File: src/trig_eval_pkg.sv
// Package: sizes, encodings, carriers and helpers of the trigger evaluator.
package trig_eval_pkg;

    // ------------------------------------------------------------
    // Sizes
    // ------------------------------------------------------------
    localparam int NUM_SIG = 8;
    localparam int BUS_W   = 16;
    localparam int ADDR_W  = 32;
    localparam int BUF_AW  = 7;
    localparam int SHAMT_W = 4;

    // ------------------------------------------------------------
    // Reset values and counts
    // ------------------------------------------------------------
    localparam logic [BUF_AW-1:0] WADDR_RESET     = 7'h00;
    localparam logic [BUF_AW-1:0] POST_LAST       = 7'h01;
    // Samples stored after the trigger sample, per position setting.
    localparam logic [BUF_AW-1:0] POST_LEN_EARLY  = 7'h70;
    localparam logic [BUF_AW-1:0] POST_LEN_CENTER = 7'h40;
    localparam logic [BUF_AW-1:0] POST_LEN_LATE   = 7'h10;

    // ------------------------------------------------------------
    // Encodings
    // ------------------------------------------------------------
    typedef enum logic [2:0] {
        PAT_DONT_CARE = 3'h0,
        PAT_LOW       = 3'h1,
        PAT_HIGH      = 3'h2,
        PAT_FALL      = 3'h3,
        PAT_RISE      = 3'h4,
        PAT_EITHER    = 3'h5
    } pat_t;

    typedef enum logic [2:0] {
        CMP_LT = 3'h0, CMP_LE = 3'h1, CMP_EQ = 3'h2,
        CMP_NE = 3'h3, CMP_GT = 3'h4, CMP_GE = 3'h5
    } cmp_op_t;

    typedef enum logic [1:0] {
        BIT_AND = 2'h0, BIT_OR = 2'h1, BIT_XOR = 2'h2, BIT_INV = 2'h3
    } bit_op_t;

    typedef enum logic [1:0] {SH_NONE = 2'h0, SH_LEFT = 2'h1, SH_RIGHT = 2'h2} shift_dir_t;
    typedef enum logic [1:0] {RED_AND = 2'h0, RED_OR = 2'h1, RED_XOR = 2'h2} red_op_t;
    typedef enum logic [1:0] {LOG_AND = 2'h0, LOG_OR = 2'h1, LOG_XOR = 2'h2} log_op_t;
    typedef enum logic [1:0] {POS_EARLY = 2'h0, POS_CENTER = 2'h1, POS_LATE = 2'h2} position_t;

    typedef enum logic [3:0] {
        ST_IDLE = 4'h1,
        ST_PRE  = 4'h2,
        ST_POST = 4'h4,
        ST_DONE = 4'h8
    } state_t;

    // ------------------------------------------------------------
    // Carriers
    // ------------------------------------------------------------
    typedef struct packed {
        logic [NUM_SIG-1:0] sig;
        logic [BUS_W-1:0]   bus_a;
        logic [BUS_W-1:0]   bus_b;
        logic [ADDR_W-1:0]  iaddr;
    } probe_t;

    typedef struct packed {
        logic [NUM_SIG-1:0][2:0] pat;
        logic [BUS_W-1:0]        bus_value;
        logic [BUS_W-1:0]        bus_care;
        logic                    addr_en;
        logic [ADDR_W-1:0]       addr_target;
    } basic_cfg_t;

    typedef struct packed {
        cmp_op_t            cmp_op;
        bit_op_t            bit_op;
        shift_dir_t         shift_dir;
        logic [SHAMT_W-1:0] shamt;
        red_op_t            red_op;
        logic [2:0]         det_sel;
        pat_t               det_mode;
        logic [2:0]         term_en;
        logic [2:0]         term_inv;
        log_op_t            log_op;
    } adv_cfg_t;

    // True when one signal matches its pattern; edges need a valid previous sample.
    function automatic logic pat_match(logic [2:0] pat, logic cur, logic prev, logic pv);
        logic rise;
        logic fall;
        rise = pv & ~prev & cur;
        fall = pv & prev & ~cur;
        case (pat)
            PAT_DONT_CARE: pat_match = 1'b1;
            PAT_LOW:       pat_match = ~cur;
            PAT_HIGH:      pat_match = cur;
            PAT_FALL:      pat_match = fall;
            PAT_RISE:      pat_match = rise;
            PAT_EITHER:    pat_match = rise | fall;
            default:       pat_match = 1'b0;
        endcase
    endfunction : pat_match

    // Number of samples kept after the trigger sample.
    function automatic logic [BUF_AW-1:0] post_len(position_t pos);
        case (pos)
            POS_EARLY:  post_len = POST_LEN_EARLY;
            POS_CENTER: post_len = POST_LEN_CENTER;
            default:    post_len = POST_LEN_LATE;
        endcase
    endfunction : post_len

endpackage : trig_eval_pkg

File: src/adv_expr_eval.sv
// Module: combinational expression tree of the advanced trigger mode.
`timescale 1ns/1ns
module adv_expr_eval (
    // Current and previous samples.
    input  trig_eval_pkg::probe_t   cur,
    input  trig_eval_pkg::probe_t   prev,
    input  wire logic               prev_valid,
    // Operator settings, live at every cycle.
    input  trig_eval_pkg::adv_cfg_t cfg,
    // Result of the tree.
    output logic                    expr_true
);

    logic                             cmp_true;
    logic                             red_true;
    logic                             det_true;
    logic [trig_eval_pkg::BUS_W-1:0]  bitw;
    logic [trig_eval_pkg::BUS_W-1:0]  shifted;
    logic [2:0]                       term;

    // ------------------------------------------------------------
    // Leaf operators
    // ------------------------------------------------------------
    // Settings are read straight from the inputs, so a new operator takes effect on the same sample.
    always_comb begin
        case (cfg.cmp_op)
            trig_eval_pkg::CMP_LT: cmp_true = cur.bus_a <  cur.bus_b;
            trig_eval_pkg::CMP_LE: cmp_true = cur.bus_a <= cur.bus_b;
            trig_eval_pkg::CMP_EQ: cmp_true = cur.bus_a == cur.bus_b;
            trig_eval_pkg::CMP_NE: cmp_true = cur.bus_a != cur.bus_b;
            trig_eval_pkg::CMP_GT: cmp_true = cur.bus_a >  cur.bus_b;
            trig_eval_pkg::CMP_GE: cmp_true = cur.bus_a >= cur.bus_b;
            default:               cmp_true = 1'b0;
        endcase
        case (cfg.bit_op)
            trig_eval_pkg::BIT_AND: bitw = cur.bus_a & cur.bus_b;
            trig_eval_pkg::BIT_OR:  bitw = cur.bus_a | cur.bus_b;
            trig_eval_pkg::BIT_XOR: bitw = cur.bus_a ^ cur.bus_b;
            default:                bitw = ~cur.bus_a;
        endcase
        case (cfg.shift_dir)
            trig_eval_pkg::SH_LEFT:  shifted = bitw << cfg.shamt;
            trig_eval_pkg::SH_RIGHT: shifted = bitw >> cfg.shamt;
            default:                 shifted = bitw;
        endcase
        // All-ones reduction lets a bitwise result fire only when every bit is set.
        case (cfg.red_op)
            trig_eval_pkg::RED_AND: red_true = &shifted;
            trig_eval_pkg::RED_OR:  red_true = |shifted;
            trig_eval_pkg::RED_XOR: red_true = ^shifted;
            default:                red_true = 1'b0;
        endcase
        det_true = trig_eval_pkg::pat_match(cfg.det_mode, cur.sig[cfg.det_sel],
                                            prev.sig[cfg.det_sel], prev_valid);
    end

    // ------------------------------------------------------------
    // Root logical operator
    // ------------------------------------------------------------
    // Disabled terms take the neutral value of the root operator.
    always_comb begin
        term = {det_true, red_true, cmp_true} ^ cfg.term_inv;
        case (cfg.log_op)
            trig_eval_pkg::LOG_OR:  expr_true = |(term & cfg.term_en);
            trig_eval_pkg::LOG_XOR: expr_true = ^(term & cfg.term_en);
            default:                expr_true = &(term | ~cfg.term_en);
        endcase
    end

endmodule : adv_expr_eval

File: src/trig_evaluator.sv
// Module: trigger evaluation and capture control of the on-chip logic analyzer.
//
// Contract
// - Each monitored signal matches its own pattern: don't care, low, high, fall, rise, either.
// - In basic mode the bus is compared bit by bit against a value under a care mask.
// - A basic condition holds only when every per-signal match holds, then the trigger fires and post-trigger capture starts.
// - In basic mode with the address check on, the trigger fires only when the address equals the target.
// - In advanced mode an operator tree computes the condition that decides the trigger.
// - The tree compares buses by less, less-equal, equal, unequal, greater, greater-equal.
// - The tree offers logical, reduction, shift and bitwise operators.
// - A detector operator reports a level or an edge of one selected signal.
// - Operator settings and types may change while running, with no rebuild.
// - A reduction on a bitwise result can fire when all of its bits are one.
// - After the trigger, samples are stored until the buffer fills for the chosen position.
`timescale 1ns/1ns
module trig_evaluator (
    // Clock and reset.
    input  wire logic                              clk,
    input  wire logic                              resetn,
    // Sampled signals of the monitored design.
    input  trig_eval_pkg::probe_t                  sample,
    // Trigger settings.
    input  wire logic                              advanced,
    input  trig_eval_pkg::position_t               position,
    input  trig_eval_pkg::basic_cfg_t              basic_cfg,
    input  trig_eval_pkg::adv_cfg_t                adv_cfg,
    // Run control.
    input  wire logic                              arm,
    input  wire logic                              abort,
    // Capture buffer write port.
    output logic                                   capture_we,
    output logic [trig_eval_pkg::BUF_AW-1:0]       capture_addr,
    output trig_eval_pkg::probe_t                  capture_data,
    // Trigger status.
    output logic [trig_eval_pkg::BUF_AW-1:0]       trigger_addr,
    output logic                                   triggered,
    output logic                                   trigger_pulse,
    output logic                                   acq_done
);

    // ------------------------------------------------------------
    // Declarations
    // ------------------------------------------------------------
    trig_eval_pkg::state_t                 state;
    trig_eval_pkg::state_t                 next_state;
    trig_eval_pkg::probe_t                 prev_sample;
    trig_eval_pkg::probe_t                 next_prev_sample;
    logic                                  prev_valid;
    logic                                  next_prev_valid;
    logic [trig_eval_pkg::BUF_AW-1:0]      waddr;
    logic [trig_eval_pkg::BUF_AW-1:0]      next_waddr;
    logic [trig_eval_pkg::BUF_AW-1:0]      post_left;
    logic [trig_eval_pkg::BUF_AW-1:0]      next_post_left;
    logic [trig_eval_pkg::BUF_AW-1:0]      next_trigger_addr;
    logic [trig_eval_pkg::BUF_AW-1:0]      next_capture_addr;
    trig_eval_pkg::probe_t                 next_capture_data;
    logic                                  next_capture_we;
    logic                                  next_triggered;
    logic                                  next_trigger_pulse;
    logic                                  next_acq_done;
    logic [trig_eval_pkg::NUM_SIG-1:0]     sig_match;
    logic                                  bus_match;
    logic                                  addr_match;
    logic                                  basic_true;
    logic                                  adv_true;
    logic                                  cond;

    // ------------------------------------------------------------
    // Previous sample
    // ------------------------------------------------------------
    // Edges are undefined until one sample has been seen, so the valid flag gates them.
    always_comb begin
        next_prev_sample = sample;
        next_prev_valid  = 1'b1;
    end

    always_ff @(posedge clk or negedge resetn) begin
        if (!resetn) begin
            prev_sample <= '0;
            prev_valid  <= 1'b0;
        end else begin
            prev_sample <= next_prev_sample;
            prev_valid  <= next_prev_valid;
        end
    end

    // ------------------------------------------------------------
    // Basic condition
    // ------------------------------------------------------------
    // Every signal, the masked bus and the address, when its check is on, must agree at once.
    always_comb begin
        for (int i = 0; i < trig_eval_pkg::NUM_SIG; i++) begin
            sig_match[i] = trig_eval_pkg::pat_match(basic_cfg.pat[i], sample.sig[i],
                                                    prev_sample.sig[i], prev_valid);
        end
        bus_match  = ~|((sample.bus_a ^ basic_cfg.bus_value) & basic_cfg.bus_care);
        addr_match = ~basic_cfg.addr_en | (sample.iaddr == basic_cfg.addr_target);
        basic_true = (&sig_match) & bus_match & addr_match;
    end

    // ------------------------------------------------------------
    // Advanced condition
    // ------------------------------------------------------------
    adv_expr_eval u_adv_expr_eval (
        .cur        (sample),
        .prev       (prev_sample),
        .prev_valid (prev_valid),
        .cfg        (adv_cfg),
        .expr_true  (adv_true)
    );

    // Mode switch is live, so the tree can be swapped in while armed.
    always_comb begin
        cond = advanced ? adv_true : basic_true;
    end

    // ------------------------------------------------------------
    // Capture control
    // ------------------------------------------------------------
    // The trigger sample and the post-trigger samples are written; the buffer
    // wraps before the trigger, so the oldest data is overwritten.
    always_comb begin
        next_state         = state;
        next_waddr         = waddr;
        next_post_left     = post_left;
        next_trigger_addr  = trigger_addr;
        next_triggered     = triggered;
        next_trigger_pulse = 1'b0;
        next_capture_we    = 1'b0;
        next_capture_addr  = capture_addr;
        next_capture_data  = capture_data;
        next_acq_done      = acq_done;
        unique case (state)
            trig_eval_pkg::ST_IDLE, trig_eval_pkg::ST_DONE: begin
                if (arm) begin
                    next_state     = trig_eval_pkg::ST_PRE;
                    next_waddr     = trig_eval_pkg::WADDR_RESET;
                    next_triggered = 1'b0;
                    next_acq_done  = 1'b0;
                end
            end
            trig_eval_pkg::ST_PRE: begin
                next_capture_we   = 1'b1;
                next_capture_addr = waddr;
                next_capture_data = sample;
                next_waddr        = waddr + 7'h01;
                if (cond) begin
                    next_state         = trig_eval_pkg::ST_POST;
                    next_trigger_addr  = waddr;
                    next_post_left     = trig_eval_pkg::post_len(position);
                    next_triggered     = 1'b1;
                    next_trigger_pulse = 1'b1;
                end
            end
            trig_eval_pkg::ST_POST: begin
                next_capture_we   = 1'b1;
                next_capture_addr = waddr;
                next_capture_data = sample;
                next_waddr        = waddr + 7'h01;
                next_post_left    = post_left - 7'h01;
                if (post_left == trig_eval_pkg::POST_LAST) begin
                    next_state    = trig_eval_pkg::ST_DONE;
                    next_acq_done = 1'b1;
                end
            end
            default: begin
                next_state = trig_eval_pkg::ST_IDLE;
            end
        endcase
        // Abort wins over the state, write, pulse, triggered and done updates so software can always regain control.
        if (abort) begin
            next_state         = trig_eval_pkg::ST_IDLE;
            next_capture_we    = 1'b0;
            next_trigger_pulse = 1'b0;
            next_triggered     = triggered;
            next_acq_done      = 1'b0;
        end
    end

    always_ff @(posedge clk or negedge resetn) begin
        if (!resetn) begin
            state         <= trig_eval_pkg::ST_IDLE;
            waddr         <= trig_eval_pkg::WADDR_RESET;
            post_left     <= trig_eval_pkg::WADDR_RESET;
            trigger_addr  <= trig_eval_pkg::WADDR_RESET;
            triggered     <= 1'b0;
            trigger_pulse <= 1'b0;
            capture_we    <= 1'b0;
            capture_addr  <= trig_eval_pkg::WADDR_RESET;
            capture_data  <= '0;
            acq_done      <= 1'b0;
        end else begin
            state         <= next_state;
            waddr         <= next_waddr;
            post_left     <= next_post_left;
            trigger_addr  <= next_trigger_addr;
            triggered     <= next_triggered;
            trigger_pulse <= next_trigger_pulse;
            capture_we    <= next_capture_we;
            capture_addr  <= next_capture_addr;
            capture_data  <= next_capture_data;
            acq_done      <= next_acq_done;
        end
    end

    // ------------------------------------------------------------
    // Assertions
    // ------------------------------------------------------------
    // Helper: a sample is evaluated this cycle and not overridden by abort.
    logic watch;
    logic watch_basic;
    logic watch_adv;
    assign watch       = (state == trig_eval_pkg::ST_PRE) && !abort;
    assign watch_basic = watch && !advanced;
    assign watch_adv   = watch && advanced && (adv_cfg.term_inv == 3'h0)
                         && (adv_cfg.log_op == trig_eval_pkg::LOG_AND);
endmodule : trig_evaluator

File: config.mk
export PLATFORM = sky130hd
export DESIGN_NAME = trig_evaluator
export DESIGN_NICKNAME = d
export VERILOG_FILES = /design/src/trig_eval_pkg.sv /design/src/adv_expr_eval.sv /design/src/trig_evaluator.sv
export SDC_FILE = /design/constraint.sdc
export NUM_CORES = 1
export LEC_CHECK = 0
export ABC_AREA = 1
export ABC_CLOCK_PERIOD_IN_PS = 3800
export BUFFER_PORTS_ARGS = -buffer_cell sky130_fd_sc_hd__buf_2
export CORE_MARGIN = 3
export CORE_UTILIZATION = 34
export DETAILED_ROUTE_END_ITERATION = 10
export GPL_ROUTABILITY_DRIVEN = 0
export PLACE_DENSITY_LB_ADDON = 0.1
export SLEW_MARGIN = 10
export SYNTH_ARGS = -nofsm -noshare
export SYNTH_HDL_FRONTEND = slang
export SYNTH_SLANG_ARGS = --single-unit
File: constraint.sdc
create_clock -name clk -period 3.8 [get_ports clk]
set_input_delay 0.95 -clock clk [delete_from_list [all_inputs] [get_ports clk]]
set_output_delay 0.95 -clock clk [all_outputs]
set_load 0.01 [all_outputs]
# After elaboration in Yosys (flattened, before gate mapping)
# Cells that the tools add are included.
[word_totals]
inputBits = 195
output_inout_bits = 90
romBits = 0
ramBits = 0
latchBits = 0
memories = 0
regBits = 117
word_cells = 248
[classes]
n_reduce_logical = 34
n_lt_le_gt_ge = 5
eq_ne = 72
n_mux = 40
n_addsub = 2
shift = 2
div = 0
n_bitwise = 78
n_mul = 0
[op_table]
columns = ["op", "count"]
rows = [
  ["3-bit by 2-bit == test with 1-bit output, second input constant", 20],
  ["3-bit == test, second input constant", 20],
  ["1-bit one-hot mux with 6 select lines", 10],
  ["16-bit one-hot mux with 3 select lines", 1],
  ["7-bit one-hot mux with 2 select lines", 3],
  ["1-bit AND", 38],
  ["16-bit AND", 2],
  ["32-bit == test", 1],
  ["16-bit one-hot mux with 2 select lines", 1],
  ["16-bit OR reduction", 2],
  ["16-bit XOR", 2],
  ["3-bit by 1-bit == test with 1-bit output, second input constant", 10],
  ["3-bit logical NOT", 10],
  ["1-bit NOT", 20],
  ["16-bit == test", 1],
  ["16-bit >= comparator", 1],
  ["16-bit greater-than comparator", 1],
  ["16-bit less-or-equal comparator", 1],
  ["16-bit less-than comparator", 1],
  ["4-bit two-way mux", 4],
  ["16-bit != test", 1],
  ["16-bit NOT", 1],
  ["16-bit OR", 1],
  ["16-bit AND reduction", 1],
  ["37 further kinds", 80],
]

# Longest topological paths before layout
# Gate-level depths: netlist (run 1).
[depth]
word_depth = 15
ltp_mapped = 38
mapped_depth_nobuf = 38

# Modules after synthesis
# Synthesis (run 1) repeated with hierarchy kept, for this count alone.
[unflattened]
cells_unflattened = 1578
hier_area_um2 = 11539.8
[by_module_without_submodules]
columns = ["module", "area_per_inst_um2", "n_inst", "cells_each", "seq_area_each_um2"]
rows = [
  ["trig_evaluator", 7539.7, 1, 846, 4530.6],
  ["adv_expr_eval", 4000.1, 1, 732, 0.0],
]

# Worst setup path after synthesis (run 1)
# No wires, ideal clock.
[synth_timing]
path_kind = "input to register"
start = "input port sample[39] (netlist name)"
end = "register post_left[4] (netlist name)"
arrival_time_ns = 4.555
required_time_ns = 3.682
setup_time_ns = 0.118
path_slack_ns = -0.872
stages = 33
n_path_buf = 1
cell_sequence = "inv_1 -> ha_1 -> o21ai_0 -> o311ai_1 -> o21ai_0 -> nand2_1 -> nand2_1 -> inv_1 -> o21ai_0 -> nand2_1 -> o21ai_1 -> o221ai_1 -> o21ai_1 -> ha_1 -> xnor2_1 -> xor2_1 -> nand2_1 -> nand2_1 -> nand2_1 -> nand3_1 -> nand2_1 -> nand2_1 -> nand2_1 -> ha_1 -> nand4_1 -> nand3_1 -> nand2_1 -> nand3_2 -> nand2_2 -> nand2_4 -> buf_12 -> nand3_2 -> nand2_1"
[synth_via]
elab_chain_cells = 13
word_cells_on_any_way = 28
classes_between = "order compare (4); eq/ne (3); shift (2); mux (6); bitwise (6); reduce/logical (7)"
[synth_rtl]
columns = ["element", "line", "rtl"]
rows = [
  ["start: declaration", "trig_evaluator.sv:21", "input trig_eval_pkg::probe_t sample,"],
  ["16-bit XOR (tied with other cells)", "adv_expr_eval.sv:38", "trig_eval_pkg::BIT_XOR: bitw = cur.bus_a ^ cur.bus_b;"],
  ["16-bit one-hot mux with 3 select lines", "adv_expr_eval.sv:35", "case (cfg.bit_op)"],
  ["16-bit by 4-bit right shift with 16-bit output / 16-bit by 4-bit left shift with 16-bit output (equally long branches)", "adv_expr_eval.sv:43, adv_expr_eval.sv:42", ""],
  ["16-bit one-hot mux with 2 select lines", "adv_expr_eval.sv:41", "case (cfg.shift_dir)"],
  ["16-bit parity (tied with other cells)", "adv_expr_eval.sv:50", "trig_eval_pkg::RED_XOR: red_true = ^shifted;"],
  ["1-bit one-hot mux with 3 select lines", "adv_expr_eval.sv:47", "case (cfg.red_op)"],
  ["3-bit XOR (*)", "adv_expr_eval.sv:62", "term = {det_true, red_true, cmp_true} ^ cfg.term_inv;"],
  ["3-bit OR / 3-bit AND (equally long branches)", "adv_expr_eval.sv:66, adv_expr_eval.sv:64, adv_expr_eval.sv:65", ""],
  ["3-bit AND reduction (tied with other cells)", "adv_expr_eval.sv:66", "default: expr_true = &(term | ~cfg.term_en);"],
  ["1-bit one-hot mux with 2 select lines (*)", "adv_expr_eval.sv:63", "case (cfg.log_op)"],
  ["1-bit two-way mux (*)", "trig_evaluator.sv:114", "cond = advanced ? adv_true : basic_true;"],
  ["2-bit != test (no source line) (*)", "n/a", ""],
  ["2-bit AND reduction (no source line) (*)", "n/a", ""],
  ["end signal: assignment", "trig_evaluator.sv:184", "post_left <= trig_eval_pkg::WADDR_RESET;"],
  ["end signal: assignment", "trig_evaluator.sv:195", "post_left <= next_post_left;"],
  ["end: declaration", "trig_evaluator.sv:52", "logic [trig_eval_pkg::BUF_AW-1:0] post_left;"],
]
# Every way passes the cells marked *; elsewhere a longest branch is shown, timed or not.
# A chain may end at the register's enable or synchronous reset.

# Final worst setup path (run 1)
[layout_timing]
start = "input port adv_cfg[23] (netlist name)"
end = "register post_left[1] (netlist name)"
[layout_via]
elab_chain_cells = 13
word_cells_on_any_way = 21
classes_between = "eq/ne (3); shift (2); mux (5); bitwise (3); reduce/logical (8)"
[layout_rtl]
columns = ["element", "line", "rtl"]
rows = [
  ["start: declaration", "trig_evaluator.sv:26", "input trig_eval_pkg::adv_cfg_t adv_cfg,"],
  ["2-bit == test (tied with other cells)", "adv_expr_eval.sv:35", ""],
  ["16-bit one-hot mux with 3 select lines (*)", "adv_expr_eval.sv:35", ""],
  ["16-bit by 4-bit right shift with 16-bit output / 16-bit by 4-bit left shift with 16-bit output (equally long branches)", "adv_expr_eval.sv:43, adv_expr_eval.sv:42", ""],
  ["16-bit one-hot mux with 2 select lines (*)", "adv_expr_eval.sv:41", ""],
  ["16-bit parity (tied with other cells)", "adv_expr_eval.sv:50", ""],
  ["1-bit one-hot mux with 3 select lines (*)", "adv_expr_eval.sv:47", ""],
  ["3-bit XOR (*)", "adv_expr_eval.sv:62", ""],
  ["3-bit OR / 3-bit AND (equally long branches)", "adv_expr_eval.sv:66, adv_expr_eval.sv:64, adv_expr_eval.sv:65", ""],
  ["3-bit AND reduction (tied with other cells)", "adv_expr_eval.sv:66", ""],
  ["1-bit one-hot mux with 2 select lines (*)", "adv_expr_eval.sv:63", ""],
  ["1-bit two-way mux (*)", "trig_evaluator.sv:114", ""],
  ["2-bit != test (no source line) (*)", "n/a", ""],
  ["2-bit AND reduction (no source line) (*)", "n/a", ""],
]
# Marks and branches as above.

==> insert_results.sql, run 1 <==
INSERT INTO impl_metrics (metric_group, metric, value, unit) VALUES
('route', 'ant_nets', '0', ''),
('setup_path', 'timing.critical_path.to_type', 'flip-flop', ''),
('global_routing', 'gr-usage-all-layers', '23.43', '%'),
('setup_path', 'timing.reg2reg.worst_path_depth', '11', ''),
('synthesis', 'number_of_flops_mapped_to_enable_cells_by_yosys', '0', ''),
('route', 'final_routed_wirelength_across_all_metal_layers', '35.16', 'mm'),
('timing', 'clock-skew-final', '0.01453', 'ns'),
('status', 'run_status', 'finished, violations left', ''),
('finish', 'share_of_layout_cells_above_drive_strength_1', '39.72', '%'),
('synthesis', 'synth_cells', '1326', ''),
('power_and_ir_drop', 'seqPwrFrac', '31.2', '%'),
('power_and_ir_drop', 'comb_power_share', '42.3', '%'),
('setup_path', 'critical_path.max_fanout', '9', ''),
('cts', 'htree_levels', '4', ''),
('synthesis', 'synth-warning-count', '0', ''),
('floorplanning', 'die-height', '171.1', 'um'),
('finish', 'synthToLayoutAreaGrowth', '50.59', '%'),
('timing', 'final_hold_viol_count', '0', ''),
('floorplanning', 'design.core.area', '26430', 'sq um'),
('global_routing', 'pin_count_of_the_biggest_net_entering_global_routing', '119', ''),
('power_and_ir_drop', 'switching_power', '2.464', 'mW'),
('setup_path', 'critical_path_source_type', 'input port', ''),
('timing', 'setup-violations-final', '20', ''),
('global_routing', 'grt_pass1_wl', '53.69', 'mm'),
('setup_path', 'endpoint_arrival_time_on_the_critical_path', '5.05', 'ns'),
('timing', 'slew_violations', '0', ''),
('floorplanning', 'initial_core_utilization', '35.05', '%'),
('floorplanning', 'rows', '59', ''),
('place', 'place_worst_setup_slack', '-1.621', 'ns'),
('power_and_ir_drop', 'static_leakage', '7.367', 'nW'),
('finish', 'final_core_utilization', '52.79', '%'),
('status', 'violations_in_the_final_reports', 'setup timing', ''),
('finish', 'fin_nets', '2059', ''),
('synthesis', 'ys_seq_elements', '117', ''),
('route', 'route.vias.total', '10598', ''),
('timing', 'final.setup.worst_slack', '-0.9472', 'ns'),
('place', 'dpl.hpwl', '27.64', 'mm'),
('route', 'detail_route.drc_violations', '0', ''),
('timing', 'layout_min_cycle_time', '4.747', 'ns'),
('timing', 'worstMarginPinSlew', '0.8829', 'ns'),
('setup_path', 'critical_path.slowest_cell', 'sky130_fd_sc_hd__ha_4', ''),
('run', 'timing.max_cap.violations', '0', ''),
('finish', 'finalInstanceArea', '13950', 'sq um'),
('cts', 'clk_latency', '0.43', 'ns'),
('global_routing', 'grt_antenna_before_repair', '6', ''),
('timing', 'timing.setup.tns', '-17.55', 'ns'),
('synthesis', 'seq_area_frac_synth', '31.62', '%'),
('floorplanning', 'die_area', '29260', 'sq um'),
('place', 'place.port_buffers', '284', ''),
('synthesis', 'ys_async_sr_fraction', '100.0', '%'),
('worst_hold_path', 'worst_hold_path_type', 'input port to async pin', ''),
('synthesis', 'syn-cell-area', '9264', 'sq um'),
('synthesis', 'postSynth.topFlopCell', 'sky130_fd_sc_hd__dfrtp_1', ''),
('finish', 'n_fill_cell', '2680', ''),
('global_routing', 'via_count_of_the_first_global_routing_pass', '10359', ''),
('power_and_ir_drop', 'report.power.total', '6.225', 'mW'),
('floorplanning', 'dieWidth', '171.1', 'um'),
('place', 'dpl-instance-area', '12430', 'sq um'),
('cts', 'cts_hold_repair.buffers', '0', ''),
('cts', 'cts-root-to-sink-buffers', '2', ''),
('synthesis', 'ys_types', '54', ''),
('power_and_ir_drop', 'p_clk_share', '26.5', '%'),
('global_routing', 'grt_overflow_total', '0', ''),
('cts', 'cts_tree', 'built', ''),
('route', 'detail_route.iter0.violations', '649', ''),
('cts', 'clkSlewWorstSetupHoldPaths', '0.07', 'ns'),
('synthesis', 'postSynthNetCount', '1593', ''),
('route', 'vias_per_cell', '4.941', ''),
('power_and_ir_drop', 'powerDensity', '446.2', 'nW/um^2'),
('timing', 'maxSlewHeadroom', '40.82', '%'),
('route', 'detail_route.wl_per_cell', '16.39', 'um');
==> state kept, by name, summed over array words and instances (netlist names) <==
register	cells
acq_done	1
trigger_addr	7
triggered	1
prev_sample	8
prev_valid	1
waddr	7
post_left	7
capture_addr	7
state	4
capture_data	72
trigger_pulse	1
capture_we	1
==> worst max-delay path, delay by kind of cell <==
| kind | cells | cell delay [ns] |
|---|---|---|
| adder cells (fa/ha/maj) | 2 | 0.48 |
| AO/OA/AOI/OAI | 4 | 0.42 |
| buffers and inverters | 13 | 1.44 |
| XOR/XNOR | 2 | 0.31 |
| AND/OR/NAND/NOR | 16 | 1.43 |
==> metrics by stage <==
stage	instances	hold WS, ns
after floorplan	1326	0.4504
final	2145	0.3575
after global placement	2065	0.4591
after global routing	2144	0.3461
after CTS	2131	0.3444
after detailed placement	2065	0.4620
==> synthesized netlist by cell type, types with 2 or more instances <==
cell	n	area share, %
sky130_fd_sc_hd__inv_1	168	6.8
sky130_fd_sc_hd__o21bai_1	2	0.16
sky130_fd_sc_hd__o311ai_0	5	0.47
sky130_fd_sc_hd__nor3b_1	4	0.32
sky130_fd_sc_hd__nand2_2	8	0.54
sky130_fd_sc_hd__o221ai_1	2	0.19
sky130_fd_sc_hd__o2111ai_1	12	1.1
sky130_fd_sc_hd__nor2_2	3	0.20
sky130_fd_sc_hd__or2_2	21	1.4
sky130_fd_sc_hd__dfrtp_1	116	31
sky130_fd_sc_hd__nand3_2	10	1.1
sky130_fd_sc_hd__o21ai_0	121	6.5
sky130_fd_sc_hd__o21a_1	6	0.49
sky130_fd_sc_hd__inv_2	9	0.36
sky130_fd_sc_hd__nand3_1	85	4.6
sky130_fd_sc_hd__nand2_4	2	0.24
sky130_fd_sc_hd__nor4_1	5	0.34
sky130_fd_sc_hd__nor2_1	51	2.1
sky130_fd_sc_hd__o22ai_1	4	0.27
sky130_fd_sc_hd__xnor2_1	24	2.3
sky130_fd_sc_hd__a31oi_1	5	0.34
sky130_fd_sc_hd__buf_2	6	0.32
sky130_fd_sc_hd__o311ai_1	6	0.57
sky130_fd_sc_hd__clkbuf_1	35	1.4
sky130_fd_sc_hd__o21ai_1	49	2.6
sky130_fd_sc_hd__nor3_1	10	0.54
sky130_fd_sc_hd__buf_1	2	0.081
sky130_fd_sc_hd__o21ai_2	7	0.66
sky130_fd_sc_hd__a21oi_1	30	1.6
sky130_fd_sc_hd__ha_1	72	9.7
sky130_fd_sc_hd__o211ai_1	20	1.6
sky130_fd_sc_hd__nor3_2	3	0.32
sky130_fd_sc_hd__xor2_1	2	0.19
sky130_fd_sc_hd__nand2_1	376	15
sky130_fd_sc_hd__a21oi_2	2	0.19
sky130_fd_sc_hd__buf_4	3	0.24
sky130_fd_sc_hd__nand4_1	22	1.5
sky130_fd_sc_hd__clkinv_1	2	0.081
==> timing repair <==
item | 4_1_cts | 5_1_grt
setup buffers | 33 | 8
setup endpoints to repair | 20 | 20
pin swaps | 26 | 38
resized for setup | 88 | 49
gates cloned | 1 | 1
hold endpoints to repair | 0 | 0
==> layout by cell type, fill, tap and decap left out, drive strengths merged, types with 2 or more instances in the layout <==
cell type  synthesis  layout
buf               13     493
diode              0       5
clkinv             2       6
nor2              55      55
ha                72      72
inv              178     188
nand3             95      95
dfrtp            116     116
o311ai            11      11
o21ai            177     177
o2111ai           12      12
nand4             22      22
nand2            386     387
clkbuf            35      18
o211ai            20      20
xor2               2       2
o221ai             2       2
xnor2             24      24
nor4               5       5
o21bai             2       2
nor3              13      13
o21a               6       6
a31oi              6       6
a21oi             32      32
nor3b              4       4
or2               21      21
o22ai              4       4
==> routing by layer <==
metal	global-route usage [%]	wire length [um]	part of all wire [%]	vias up
met3	5.407	1965	5.6	57
met5	0	18	0.051	-
met2	40.46	17520	50	333
met4	7.628	926	2.6	4
met1	28.97	14730	42	4894
li1	-	-	-	5310
==> power by group through the flow <==
| stage | Clock [mW] | Combinational [mW] | Sequential, mW |
|---|---|---|---|
| 5_1_grt | 1.75 | 2.93 | 2.00 |
| 2_1_floorplan | 0 | 1.07 | 2.13 |
| 3_3_place_gp | 0 | 2.38 | 1.94 |
| 3_5_place_dp | 0 | 2.40 | 1.95 |
| 6_report | 1.65 | 2.63 | 1.94 |
| 4_1_cts | 1.69 | 2.59 | 1.94 |
==> worst paths after layout <==
path,start,endpoint,slack (ns)
worst max-delay path,adv_cfg[23],post_left[1],-0.95
worst min-delay path,resetn,prev_sample[64],0.36
worst max register to register,prev_valid,post_left[1],1.17
worst min register to register,triggered,triggered,0.48
max in group asynchronous,resetn,capture_data[55],2.57
min in group clk,triggered,triggered,0.48
==> logic make-up after synthesis <==
| family | after synthesis | share of synthesized area [%] |
|---|---|---|
| buf+inv | 228 | 9.779 |
| simple gates | 601 | 28.51 |
| other cells | 1 | 0.04048 |
| mux | 1 | 0.1081 |
| compound gates | 280 | 17.76 |
| fa+ha+maj | 72 | 9.724 |
| xor+xnor | 26 | 2.458 |
| flops | 117 | 31.62 |
==> area by class of cell <==
type	count	area, sq um	area share (%)
diodes	5	12.51	0.08969
clock buffers	17	425.4	3.049
clock inverters	15	177.7	1.274
inverters	180	690.7	4.951
multi-input cells	982	6108	43.78
flip-flops and latches	117	2929	21.00
well taps	335	419.2	3.004
repair buffers	494	3188	22.85
No activity file was read; power rests on OpenSTA's default activity.
==> inputs of run 2 (changes only) <==
--- a/config.mk
+++ b/config.mk
@@ -16,4 +16,5 @@
 export SLEW_MARGIN = 10
 export SYNTH_ARGS = -nofsm -noshare
 export SYNTH_HDL_FRONTEND = slang
+export SYNTH_HIERARCHICAL = 1
 export SYNTH_SLANG_ARGS = --single-unit
==> run 2 against run 1 <==
  * The flow still finishes with violations (setup timing)
  * Largest power group unchanged
  * Maximum frequency increased by 5.9%
  * Setup slack better by 0.27 ns
  * Critical endpoint is now trigger_addr[2]
  * Sequential share of layout area is 1.3 points lower
  * Count of clock-buffer cells in the layout unchanged
  * Register-to-register slack gained 0.17 ns
  * Critical path type unchanged
==> insert_results.sql, run 2 <==
INSERT INTO impl_metrics (metric_group, metric, value, unit) VALUES
('status', 'run_status', 'finished, violations left', ''),
('status', 'violations_in_the_final_reports', 'setup timing', ''),
('timing', 'layout_min_cycle_time', '4.482', 'ns'),
('timing', 'grt_setup_unrepaired', 'yes', ''),
('global_routing', 'pin_count_of_the_biggest_net_entering_global_routing', '74', ''),
('finish', 'final_core_utilization', '52.59', '%'),
('route', 'detail_route.iter0.violations', '627', ''),
('route', 'route.vias.total', '11028', ''),
('finish', 'most_flop_heavy_register', 'capture_data', ''),
('finish', 'share_of_layout_cells_above_drive_strength_1', '39.57', '%'),
('floorplanning', 'die-height', '177.0', 'um'),
('setup_path', 'cp.required', '4.11', 'ns'),
('setup_path', 'cpPeakStageDelay', '0.25', 'ns'),
('finish', 'largest_reg_flops', '72', ''),
('finish', 'non_filler_cells_in_the_finished_layout', '2356', ''),
('route', 'final_routed_wirelength_across_all_metal_layers', '34.78', 'mm'),
('timing', 'worstMarginPinSlew', '0.7432', 'ns'),
('power_and_ir_drop', 'report.power.total', '6.660', 'mW'),
('finish', 'multiInputGateArea', '6915', 'sq um'),
('power_and_ir_drop', 'static_leakage', '8.075', 'nW'),
('timing', 'timing.setup.tns', '-12.90', 'ns'),
('route', 'detail_route.wl_per_cell', '14.76', 'um'),
('route', 'detail_route.drc_violations', '0', ''),
('timing', 'slew_violations', '0', ''),
('setup_path', 'critical_path.max_fanout', '7', ''),
('timing', 'finalCritPeriodShare', '118.0', '%'),
('setup_path', 'timing.reg2reg.worst_path_depth', '6', ''),
('synthesis', 'postSynthNetCount', '1781', ''),
('synthesis', 'synth-warning-count', '6', ''),
('setup_path', 'critical_path_source_type', 'input port', ''),
('place', 'place.port_buffers', '284', ''),
('power_and_ir_drop', 'powerDensity', '447.2', 'nW/um^2'),
('power_and_ir_drop', 'peakVddDrop', '302.5', 'uV'),
('setup_path', 'crit_top_cell', 'sky130_fd_sc_hd__nand2_2', ''),
('route', 'vias_per_cell', '4.681', ''),
('global_routing', 'grt_overflow_total', '0', ''),
('setup_path', 'ff_to_ff_start', 'state[0]', ''),
('finish', 'fin_nets', '2230', ''),
('setup_path', 'endpoint_arrival_time_on_the_critical_path', '4.79', 'ns'),
('floorplanning', 'initial_core_utilization', '35.10', '%'),
('floorplanning', 'die_area', '31320', 'sq um'),
('timing', 'maxSlewHeadroom', '50.46', '%'),
('floorplanning', 'rows', '61', ''),
('setup_path', 'rr_endpoint', 'waddr[0]', ''),
('worst_hold_path', 'hold_path_end', 'capture_data[36]', ''),
('place', 'dpl.hpwl', '27.12', 'mm'),
('timing', 'clock-skew-final', '0.02074', 'ns'),
('worst_hold_path', 'hold_path_startpoint', 'capture_data[36]', ''),
('finish', 'n_fill_cell', '2923', ''),
('cts', 'cts_tree', 'built', ''),
('synthesis', 'syn_avg_cell_area', '6.564', 'sq um'),
('finish', 'final-seq-area', '2929', 'sq um'),
('global_routing', 'gr-usage-all-layers', '21.86', '%'),
('timing', 'final_hold_viol_count', '0', ''),
('run', 'timing.max_cap.violations', '0', ''),
('timing', 'setup-violations-final', '20', ''),
('cts', 'cts-root-to-sink-buffers', '2', ''),
('finish', 'synthToLayoutAreaGrowth', '49.84', '%'),
('finish', 'layout.cells.most_common', 'sky130_fd_sc_hd__nand2_1', ''),
('setup_path', 'timing.critical_path.to_type', 'flip-flop', ''),
('cts', 'clk_latency', '0.42', 'ns'),
('cts', 'htree_levels', '4', ''),
('timing', 'maximum_clock_frequency', '223.1', 'MHz'),
('worst_hold_path', 'hold-path-cell-count', '2', ''),
('synthesis', 'syn-cell-area', '9938', 'sq um'),
('setup_path', 'timing.reg2reg.setup_slack', '1.34', 'ns'),
('floorplanning', 'io_pins', '285', ''),
('worst_hold_path', 'worst_hold_path_type', 'flip-flop to flip-flop', ''),
('timing', 'worst_hold_slack', '0.4721', 'ns'),
('timing', 'final.setup.worst_slack', '-0.6821', 'ns'),
('global_routing', 'grt_pass1_wl', '55.11', 'mm'),
('setup_path', 'timing_worst_setup_path_type', 'input port to flip-flop', ''),
('cts', 'clkSlewWorstSetupHoldPaths', '0.07', 'ns'),
('cts', 'cts_inserted_buffers', '17', ''),
('floorplanning', 'design.core.area', '28320', 'sq um'),
('synthesis', 'synth_cells', '1514', ''),
('route', 'firstDrtPassIters', '5', ''),
('finish', 'reg.largest.list', 'capture_data (72), prev_sample (8)', ''),
('route', 'ant_nets', '0', ''),
('global_routing', 'grt_antenna_before_repair', '6', ''),
('floorplanning', 'dieWidth', '177.0', 'um'),
('cts', 'clock-sinks', '117', ''),
('cts', 'cts-root-buf', 'sky130_fd_sc_hd__clkbuf_16', ''),
('finish', 'layout.cells.most_common_list', '525 x sky130_fd_sc_hd__nand2_1, 273 x sky130_fd_sc_hd__buf_2, 175 x sky130_fd_sc_hd__buf_4', ''),
('setup_path', 'critical_path.slowest_cell', 'sky130_fd_sc_hd__ha_4', ''),
('place', 'dp_cells', '2278', ''),
('global_routing', 'via_count_of_the_first_global_routing_pass', '10755', '');
## run 2: per-stage QoR
step	setup WS [ns]	area, sq um
after floorplan	-0.5865	10070
after global placement	-1.309	12930
after detailed placement	-1.362	12930
after CTS	-0.6080	14510
after global routing	-0.9388	14890
final	-0.6821	14890
## run 2: final cells by class
type / count / share of cell area [%]
clock inverter: 15 / 1.193
inverter: 208 / 5.344
antenna: 2 / 0.03361
sequential: 117 / 19.67
tap: 378 / 3.176
timing repair buffer: 477 / 21.29
clock buffer: 17 / 2.857
multi-input combinational: 1142 / 46.44
## run 2: critical path: cells and delay by family
family / cells / cell delay, ns
simple gates: 24 / 1.97
compound gates: 3 / 0.23
fa+ha+maj: 3 / 0.66
xor+xnor: 2 / 0.44
buf+inv: 4 / 0.50
## run 2: worst max path at each step
stage                 from               to  slack [ns]
2_1_floorplan   sample[34]  trigger_addr[4]       -0.59
3_3_place_gp    sample[59]     post_left[4]       -1.31
3_5_place_dp   adv_cfg[22]     post_left[4]       -1.36
4_1_cts         sample[56]  trigger_addr[2]       -0.61
5_1_grt        adv_cfg[23]  trigger_addr[2]       -0.94
6_report        sample[52]  trigger_addr[2]       -0.68
## run 2: layer usage
| layer | vias up | GRT usage [%] | routed length [um] |
|---|---|---|---|
| met1 | 4998 | 27.49 | 14930 |
| li1 | 5641 | - | - |
| met5 | - | 0 | 46 |
| met2 | 333 | 37.69 | 16630 |
| met3 | 48 | 5.169 | 2345 |
| met4 | 8 | 5.663 | 833 |
## run 2: where the power goes
group	internal [mW]	switching, mW
clock network	0.893	0.747
logic	1.32	1.71
registers	1.71	0.277
## run 2: repair_timing
item	4_1_cts	5_1_grt
cloned	2	0
setup endpoints to repair	20	20
buffers inserted	32	11
resized for setup	147	81
hold buffers	0	0
pin swaps	107	84
